### config.mk
export PLATFORM = sky130hd
export DESIGN_NAME = lbwb_bridge
export DESIGN_NICKNAME = d
export VERILOG_FILES = /design/src/inc/lbwb_pkg.sv /design/src/hw/lbwb_bridge.sv /design/src/hw/lbwb_buf.sv
export SDC_FILE = /design/constraint.sdc
export NUM_CORES = 1
export LEC_CHECK = 0
export BUFFER_PORTS_ARGS = -buffer_cell sky130_fd_sc_hd__buf_4
export CAP_MARGIN = 20
export CORE_MARGIN = 5
export CORE_UTILIZATION = 50
export DETAILED_ROUTE_END_ITERATION = 8
export PLACE_DENSITY = 0.7
export REMOVE_ABC_BUFFERS = 1
export SLEW_MARGIN = 20
export SYNTH_ARGS = -nofsm -noshare
export SYNTH_HDL_FRONTEND = slang
export SYNTH_SLANG_ARGS = --single-unit
### constraint.sdc
create_clock -name ref_clk -period 21.3 [get_ports ref_clk]
set_clock_uncertainty 0.1 [all_clocks]
set_input_delay 0 -clock ref_clk [delete_from_list [all_inputs] [get_ports ref_clk]]
set_output_delay 0 -clock ref_clk [all_outputs]
set_load 0.005 [all_outputs]
### src/inc/lbwb_pkg.sv
// package: constants and carrier types for the local bus to wishbone bridge
package lbwb_pkg;

  // ---------------------------------------------------------------
  // bus widths and slave decode
  // ---------------------------------------------------------------
  localparam int unsigned DATA_W       = 32;
  localparam int unsigned SEL_W        = 2;
  localparam int unsigned NUM_SLAVES   = 4;
  localparam int unsigned SEL_MSB      = 29;
  localparam int unsigned WORD_SHIFT   = 2;

  // ---------------------------------------------------------------
  // reset values
  // ---------------------------------------------------------------
  localparam logic [31:0] ADDR_RST     = 32'h0000_0000;
  localparam logic [31:0] DATA_RST     = 32'h0000_0000;
  localparam logic [1:0]  SYNC_RST     = 2'h0;
  localparam logic [1:0]  SYNC_RST_HI  = 2'h3;

  // ---------------------------------------------------------------
  // buffer
  // ---------------------------------------------------------------
  localparam int unsigned BUF_DEPTH    = 2;
  localparam logic [1:0]  CNT_RST      = 2'h0;

  typedef struct packed {
    logic        we;
    logic [31:0] adr;
    logic [31:0] dat;
  } lbwb_req_t;

  typedef struct packed {
    logic [31:0] dat;
  } lbwb_rsp_t;

  typedef enum logic [2:0] {
    ST_IDLE,
    ST_ADDR,
    ST_WB,
    ST_RDY,
    ST_GAP
  } lbwb_state_t;

  // byte address to word address, slave select from upper bits
  function automatic logic [31:0] lbwb_word_addr(input logic [31:0] a);
    return a >> WORD_SHIFT;
  endfunction : lbwb_word_addr

  function automatic logic [SEL_W-1:0] lbwb_slave_sel(input logic [31:0] w);
    return w[SEL_MSB -: SEL_W];
  endfunction : lbwb_slave_sel

endpackage : lbwb_pkg

### src/hw/lbwb_bridge.sv
// local bus slave that bridges single cycles onto a shared wishbone bus
// What this block does
// - bus reset comes from local reset input, clock from system clock.
// - internal bus is 32-bit shared, single read and write only.
// - upper address bits select exactly one slave per cycle.
// - each local single cycle becomes one wishbone cycle.
// - bursts are refused, never forwarded to the internal bus.
// - burst last marks final data cycle; ignored in single cycles.
// - transfer ready low means write taken or read data valid.
// - wait states are made by holding back transfer ready.
// - burst terminate low ends a burst; controller restarts addressing.
// - burst terminate mirrors transfer ready, forcing single cycles.
// - read data drives all 32 lines while transfer ready asserts.
// - address/data drivers float outside read data phases.
// - unused controller control lines are left undriven and unpulled.
// - byte address shifts right two bits to form the word address.
// - slave acknowledge delay delays transfer ready equally.
// - hold request is returned as hold acknowledge.
`timescale 1ns/10ps
module lbwb_bridge (
  input  wire logic                  ref_clk,
  input  wire logic                  rst,
  input  wire logic                  system_clock_in,
  input  wire logic                  local_reset_n,
  input  wire logic                  local_bus_clock,
  input  wire logic                  address_strobe_n,
  input  wire logic                  write_not_read,
  input  wire logic                  burst_last_n,
  input  wire logic [31:0]           muxed_addr_data_i,
  output      logic [31:0]           muxed_addr_data_o,
  output      logic                  muxed_addr_data_oe,
  output      logic                  ready_n,
  output      logic                  burst_terminate_n,
  input  wire logic                  hold_request,
  output      logic                  hold_acknowledge,
  output      logic                  bus_rst,
  output      logic                  bus_clk,
  output      logic                  wb_stb_o,
  output      logic                  wb_cyc_o,
  output      logic                  wb_we_o,
  output      logic [31:0]           wb_adr_o,
  output      logic [31:0]           wb_dat_o,
  output      logic [3:0]            wb_sel_o,
  input  wire logic [31:0]           wb_dat_i,
  input  wire logic [3:0]            wb_ack_i
);
  import lbwb_pkg::*;

  // ---------------------------------------------------------------
  // synchronisers: every link pin but the unused burst_last_n passes two flops
  // ---------------------------------------------------------------
  // the link clock is oversampled; its edges are found in the ref_clk domain
  logic [1:0]  local_bus_clock_s_q;
  logic [1:0]  ads_s_q;
  logic [1:0]  wnr_s_q;
  logic [1:0]  hold_s_q;
  logic [1:0]  lrst_s_q;
  logic [1:0]  sclk_s_q;
  logic [31:0] lad_s1_q;
  logic [31:0] lad_s2_q;
  logic        local_bus_clock_d1_q;

  always_ff @(posedge ref_clk or posedge rst) begin
    if (rst) begin
      local_bus_clock_s_q <= SYNC_RST;
      ads_s_q  <= SYNC_RST_HI;
      wnr_s_q  <= SYNC_RST;
      hold_s_q <= SYNC_RST;
      lrst_s_q <= SYNC_RST;
      sclk_s_q <= SYNC_RST;
      lad_s1_q <= DATA_RST;
      lad_s2_q <= DATA_RST;
      local_bus_clock_d1_q <= 1'b0;
    end else begin
      local_bus_clock_s_q <= {local_bus_clock_s_q[0], local_bus_clock};
      ads_s_q  <= {ads_s_q[0], address_strobe_n};
      wnr_s_q  <= {wnr_s_q[0], write_not_read};
      hold_s_q <= {hold_s_q[0], hold_request};
      lrst_s_q <= {lrst_s_q[0], local_reset_n};
      sclk_s_q <= {sclk_s_q[0], system_clock_in};
      lad_s1_q <= muxed_addr_data_i;
      lad_s2_q <= lad_s1_q;
      local_bus_clock_d1_q <= local_bus_clock_s_q[1];
    end
  end

  // burst_last_n is unused: bursts are cut to singles, so it carries nothing
  // lad is taken two flops late, in step with the strobe and link clock copies
  wire local_bus_clock_rise = local_bus_clock_s_q[1] & ~local_bus_clock_d1_q;
  wire local_bus_clock_fall = ~local_bus_clock_s_q[1] & local_bus_clock_d1_q;
  wire ads_low   = ~ads_s_q[1];
  wire in_reset  = ~lrst_s_q[1];

  // ---------------------------------------------------------------
  // system signals
  // ---------------------------------------------------------------
  always_ff @(posedge ref_clk or posedge rst) begin
    if (rst) begin
      bus_rst          <= 1'b1;
      bus_clk          <= 1'b0;
      hold_acknowledge <= 1'b0;
    end else begin
      bus_rst          <= in_reset;
      bus_clk          <= sclk_s_q[1];
      hold_acknowledge <= hold_s_q[1];
    end
  end

  // ---------------------------------------------------------------
  // cycle engine
  // ---------------------------------------------------------------
  lbwb_state_t state_q, state_d;
  lbwb_req_t   req_q;
  wire         any_ack  = |wb_ack_i;
  wire [31:0]  word_adr = lbwb_word_addr(lad_s2_q);
  logic        rsp_ready, rsp_valid;
  lbwb_rsp_t   rsp_data;
  wire         buf_in_ready;
  // write data goes out on the same edge as the strobe, not one cycle behind it
  wire         take_dat = (state_q == ST_ADDR) && local_bus_clock_rise;
  wire [31:0]  dat_next = take_dat ? lad_s2_q : req_q.dat;

  // ready goes out only once the answer is ready; wait states follow ack
  always_comb begin
    state_d = state_q;
    unique case (state_q)
      ST_IDLE: if (local_bus_clock_rise && ads_low) state_d = ST_ADDR;
      ST_ADDR: if (local_bus_clock_rise) state_d = ST_WB;
      ST_WB:   if (any_ack && buf_in_ready) state_d = ST_RDY;
      // leave only on a link fall seen after ready went out, so that ready
      // still stands at the controller's next rising edge
      ST_RDY:  if ((rsp_valid || req_q.we) && local_bus_clock_fall) state_d = ST_GAP;
      ST_GAP:  if (local_bus_clock_rise) state_d = ST_IDLE;
    endcase
  end

  // a local reset drains any answer that was never handed out
  assign rsp_ready = ((state_q == ST_GAP) && local_bus_clock_rise) || in_reset;

  always_ff @(posedge ref_clk or posedge rst) begin
    if (rst) begin
      state_q <= ST_IDLE;
      req_q   <= '0;
    end else if (in_reset) begin
      state_q <= ST_IDLE;
      req_q   <= '0;
    end else begin
      state_q <= state_d;
      if (state_q == ST_IDLE && local_bus_clock_rise && ads_low) begin
        req_q.we  <= wnr_s_q[1];
        req_q.adr <= word_adr;
      end
      if (state_q == ST_ADDR && local_bus_clock_rise) begin
        req_q.dat <= lad_s2_q;
      end
    end
  end

  // request held steady until acknowledge
  always_ff @(posedge ref_clk or posedge rst) begin
    if (rst) begin
      wb_stb_o <= 1'b0;
      wb_cyc_o <= 1'b0;
      wb_we_o  <= 1'b0;
      wb_adr_o <= ADDR_RST;
      wb_dat_o <= DATA_RST;
      wb_sel_o <= 4'h0;
    end else begin
      wb_stb_o <= (state_d == ST_WB) && !(state_q == ST_WB && any_ack);
      wb_cyc_o <= (state_d == ST_WB) && !(state_q == ST_WB && any_ack);
      wb_we_o  <= req_q.we;
      wb_adr_o <= req_q.adr;
      wb_dat_o <= dat_next;
      wb_sel_o <= 4'h1 << lbwb_slave_sel(req_q.adr);
    end
  end

  // ---------------------------------------------------------------
  // read answer path
  // ---------------------------------------------------------------
  lbwb_buf lbwb_buf_i (
    .ref_clk   (ref_clk),
    .rst       (rst),
    .in_valid  (state_q == ST_WB && any_ack && !req_q.we),
    .in_ready  (buf_in_ready),
    .in_data   (lbwb_rsp_t'(wb_dat_i)),
    .out_valid (rsp_valid),
    .out_ready (rsp_ready),
    .out_data  (rsp_data)
  );

  // ---------------------------------------------------------------
  // local bus outputs
  // ---------------------------------------------------------------
  // ready and terminate share one source so they can never drift apart
  wire rdy_now = (state_q == ST_RDY || state_q == ST_GAP);
  wire rd_out  = rdy_now && !req_q.we;

  always_ff @(posedge ref_clk or posedge rst) begin
    if (rst) begin
      ready_n            <= 1'b1;
      burst_terminate_n  <= 1'b1;
      muxed_addr_data_o  <= DATA_RST;
      muxed_addr_data_oe <= 1'b0;
    end else begin
      ready_n            <= ~rdy_now;
      burst_terminate_n  <= ~rdy_now;
      muxed_addr_data_o  <= rd_out ? rsp_data.dat : DATA_RST;
      muxed_addr_data_oe <= rd_out;
    end
  end

endmodule : lbwb_bridge

### src/hw/lbwb_buf.sv
// two-entry valid/ready buffer carrying read answers toward the local bus
`timescale 1ns/10ps
module lbwb_buf (
  input  wire logic              ref_clk,
  input  wire logic              rst,
  input  wire logic              in_valid,
  output      logic              in_ready,
  input  wire lbwb_pkg::lbwb_rsp_t in_data,
  output      logic              out_valid,
  input  wire logic              out_ready,
  output      lbwb_pkg::lbwb_rsp_t out_data
);
  import lbwb_pkg::*;

  lbwb_rsp_t  mem_q [BUF_DEPTH];
  logic       wr_q;
  logic       rd_q;
  logic [1:0] cnt_q;
  wire        push = in_valid & in_ready;
  wire        pop  = out_valid & out_ready;

  assign in_ready  = (cnt_q != 2'(BUF_DEPTH));
  assign out_valid = (cnt_q != CNT_RST);
  assign out_data  = mem_q[rd_q];

  always_ff @(posedge ref_clk or posedge rst) begin
    if (rst) begin
      wr_q  <= 1'b0;
      rd_q  <= 1'b0;
      cnt_q <= CNT_RST;
    end else begin
      wr_q  <= wr_q ^ push;
      rd_q  <= rd_q ^ pop;
      cnt_q <= cnt_q + 2'(push) - 2'(pop);
    end
  end

  // storage needs no reset; only the count cnt_q defines validity
  always_ff @(posedge ref_clk) begin
    if (push) begin
      mem_q[wr_q] <= in_data;
    end
  end
endmodule : lbwb_buf

==> results.txt <==
The transition time at the pin with the least slew margin was 0.992 ns; the number of buffers added for setup after CTS was 0. The number of sinks driven by the clock tree is 316, and the highest fanout seen on the critical path is 32. In this run the power spent charging and discharging nets is 274 uW.

The floorplan step defined a die boundary enclosing 23500 um^2. The tools report the summed instance area of the synthesized netlist as 10300 um^2. The number of buffers added by the clock tree synthesis step came out at 30. TritonCTS built the clock tree.

In the routed design, unresolved DRC markers number 0. In this run the tool buffered the top-level ports with 182 buffer cells. The sum of routed wire segments on met1 was 8470 um; the achievable frequency was 425 MHz. Leaving out fill and tap cells, the most frequent cell in the layout is sky130_fd_sc_hd__dfrtp_1. The number of cells traversed by the worst register-to-register path is 6, and the number of ports placed on the die boundary is 186. The global-route usage over all layers was 0.175. A synthesized cell averages 16.5 um^2. The region available for standard cell placement spans 20200 um^2. The clock passes through at most 3 buffers. The final route contains 5792 vias.

The run gives 10200 um as the met2 layer wire length in the routed design. The min-delay analysis places its worst path in the category in -> async. Measured along the x axis, the die boundary spans 153 um. STA classifies the critical path startpoint as a register. The kind of critical path is reg -> reg.

For the share of the core filled with cells, the log shows 0.680. The logs give 1300 uW for the total design power and 980 for the final net count. The total non-filler cell area in the finished layout was 13800 um^2. Setup violations remaining at the end of the flow were counted as 0.

The switching fraction of total power was 0.211. The die is 153 um tall. Aggregate global routing overflow: 0. The initial antenna violation count was 1; the placed instance area was 11900 um^2. The data arrival time of the critical path is 2.44 ns, and the met3 wire length is 1480 um.

For this run, the detailed router's first-pass iteration total came to 4. The fraction of the cycle the final worst path needs was 0.110. The peak supply drop was 0.0000644 V. The mean routed wirelength per cell was 17.3 um; the row count was 52. Entering global routing, the biggest net connects 94 pins. The number of H-tree branching levels was 1; the part of the total power dissipated in sequential elements was 0.510. The tools report the clock network power share as 0.423. For the relative slew slack, the log shows 0.339. The sequential area share after synthesis was 0.801. Clock-pin slew was measured on the worst setup and hold paths at 0.07 ns.

Setup repair after global routing left no endpoint under its margin. For this block, the routed nets add up to 20500 um of wire. The flow ran to the end, and the final reports show no timing, DRC or antenna violations. The top cell types in the final layout, fill and taps aside, are 247 x sky130_fd_sc_hd__dfrtp_1, 189 x sky130_fd_sc_hd__buf_4, 83 x sky130_fd_sc_hd__dlygate4sd3_1. The number of hold violations in the final report was 0. The internal portion of the total power is 1030 uW. Routability-driven placement finished with a final weighted congestion of 0.773. Clock period minus worst slack: 2.35 ns. After the first detailed-routing iteration, the DRC count stood at 323. Post-CTS repair changed the size of 0 cells.

Filler cell count in the final layout: 1358. Number of global-route vias before repair: 6243. In the final layout, flip-flops and latches occupy 8230 um^2. Excluding fillers, the count of instances in the completed layout stands at 1189. Counting flops and latches in the post-synthesis netlist gives 316. The endpoint identified for the worst register-to-register timing path is lbwb_buf_i.mem_q[0][7].

The share of post-route cells with drive strength above 1 came out at 0.304. The total negative slack for setup checks is 0 ns, and the leakage power total is 0.00660 uW. The area taken by multi-input logic gates was 1860 um^2; the vias per cell was 4.87. Across all register-to-register paths, the minimum setup slack is 18.95 ns.

Signal routing reaches up to met4. From synthesis to final layout, the design area changed by 33.9%. Yosys printed 0 warnings.

The startpoint identified for the worst register-to-register timing path is state_q[2]. The tools report the critical path capture point type as a register. The logs give 33500 um for the first-pass GRT wire length and 0.54 ns for the insertion delay to the later sink of the worst-skew pair. For the worst setup path, the data required time is 21.39 ns. The cell count after synthesis is 625.

The number of placed instances, taps included, is 1054. The detail route stage leaves a number of antenna-violating nets equal to 0. The power share of the combinational group was 0.068.

The total power divided by cell area was 94.5 nW/um^2. The HPWL after detailed placement is 11700 um. Across the run, the number of max-cap violations was 0. The clock root buffer is sky130_fd_sc_hd__clkbuf_16. Effective utilization at floorplan: 0.508. The final max-slew violation count was 0. The number of different library cells used by synthesis comes to 39.
-- layer usage --
metal  GRT usage  vias up
met3      0.0466       39
li1            -     2618
met4      0.0366        0
met5           0        -
met1       0.229     2917
met2       0.299      218
-- kinds of logic after synthesis --
family	count (synthesis)	synth area share
buffers and inverters	39	0.0197
DFF	316	0.801
muxes	64	0.0771
AOI/OAI and AO/OA	42	0.0225
other	1	0.000365
adders and majority gates	4	0.00487
and+or+nand+nor	156	0.0723
xor gates and xnor gates	3	0.00256
-- per-stage QoR --
stage                     hold slack [ns]  worst slack (ns)
final                              0.0109             18.95
after global routing              0.00574             18.54
after CTS                        0.000568             18.52
after detailed placement          0.00999             18.49
after global placement            0.00929             18.58
after floorplan                   -0.0955             14.28
-- sequential cells by signal, indices dropped and copies added (netlist names), 2 cells and up --
signal and flops:
wnr_s_q 2, local_bus_clock_s_q 2, lad_s2_q 32, req_q 63
muxed_addr_data_o 32, state_q 3, lbwb_buf_i.cnt_q 2, ads_s_q 2
lbwb_buf_i.mem_q 64, lad_s1_q 32, wb_sel_o 4, wb_dat_o 32
wb_adr_o 30, hold_s_q 2, lrst_s_q 2, sclk_s_q 2
-- layout make-up --
type | count | area share
multi-input cells | 271 | 0.135
flip-flops and latches | 316 | 0.598
well taps | 270 | 0.0245
diodes | 1 | 0.000182
inverters | 7 | 0.00245
clock inverters | 13 | 0.0142
clock buffers | 38 | 0.0612
repair buffers | 273 | 0.164
-- worst max-delay path by stage --
stage                           from  depth (start not counted)                      to  slack [ns]
final                     state_q[2]                          6  lbwb_buf_i.mem_q[0][7]       18.95
after global routing             rst                          5         lbwb_buf_i.rd_q       18.54
after CTS                        rst                          5         lbwb_buf_i.rd_q       18.52
after detailed placement         rst                          4         lbwb_buf_i.rd_q       18.49
after global placement           rst                          4         lbwb_buf_i.rd_q       18.58
after floorplan                  rst                          1                 bus_clk       14.28
-- critical path, stage by stage, from the launching register on --
cell	delay, ns
sky130_fd_sc_hd__dfrtp_1	0.51
sky130_fd_sc_hd__nor2_1	0.20
sky130_fd_sc_hd__nand3_1	0.14
sky130_fd_sc_hd__a21oi_1	0.17
sky130_fd_sc_hd__nor2b_1	0.28
sky130_fd_sc_hd__ha_1	0.20
sky130_fd_sc_hd__buf_4	0.38
-- what timing repair did --
action	CTS	global route
setup endpoints to repair	0	0
hold buffers	83	0
endpoints found under the hold margin	196	0
-- synth_stat cells --
cell type,n,area [um^2]
sky130_fd_sc_hd__a21oi_1,34,170
sky130_fd_sc_hd__a221o_1,1,10.0
sky130_fd_sc_hd__a22o_1,1,8.76
sky130_fd_sc_hd__a22oi_1,1,7.51
sky130_fd_sc_hd__and2_1,34,213
sky130_fd_sc_hd__and2b_1,1,7.51
sky130_fd_sc_hd__buf_2,6,30.0
sky130_fd_sc_hd__buf_4,5,37.5
sky130_fd_sc_hd__buf_6,4,45.0
sky130_fd_sc_hd__clkbuf_1,17,63.8
sky130_fd_sc_hd__conb_1,1,3.75
sky130_fd_sc_hd__dfrtp_1,248,6210
sky130_fd_sc_hd__dfstp_2,4,105
sky130_fd_sc_hd__edfxtp_1,64,1920
sky130_fd_sc_hd__ha_1,4,50.1
sky130_fd_sc_hd__inv_1,7,26.3
sky130_fd_sc_hd__mux2_2,2,22.5
sky130_fd_sc_hd__mux2_4,30,450
sky130_fd_sc_hd__mux2i_1,32,320
sky130_fd_sc_hd__nand2_1,66,248
sky130_fd_sc_hd__nand2b_1,1,6.26
sky130_fd_sc_hd__nand2b_4,1,13.8
sky130_fd_sc_hd__nand3_1,3,15.0
sky130_fd_sc_hd__nor2_1,37,139
sky130_fd_sc_hd__nor2b_1,4,25.0
sky130_fd_sc_hd__nor3_1,1,5.00
sky130_fd_sc_hd__nor3b_1,1,7.51
sky130_fd_sc_hd__nor4_2,1,12.5
sky130_fd_sc_hd__nor4b_1,1,8.76
sky130_fd_sc_hd__nor4bb_1,1,10.0
sky130_fd_sc_hd__o21a_1,1,7.51
sky130_fd_sc_hd__o21ai_0,2,10.0
sky130_fd_sc_hd__o311ai_0,1,8.76
sky130_fd_sc_hd__o41ai_1,1,8.76
sky130_fd_sc_hd__or2_2,1,6.26
sky130_fd_sc_hd__or3b_4,1,11.3
sky130_fd_sc_hd__or4_1,2,15.0
sky130_fd_sc_hd__xnor2_1,2,17.5
sky130_fd_sc_hd__xor2_1,1,8.76
-- power by group through the flow --
| stage | Clock (uW) | Sequential (uW) | Combinational (uW) |
|---|---|---|---|
| after global routing | 586 | 666 | 97.9 |
| after detailed placement | 0 | 675 | 77.1 |
| after CTS | 562 | 664 | 89.6 |
| after global placement | 0 | 674 | 75.1 |
| final | 550 | 663 | 88.3 |
| after floorplan | 0 | 669 | 48.2 |
No activity file was read; power rests on OpenSTA's default activity.
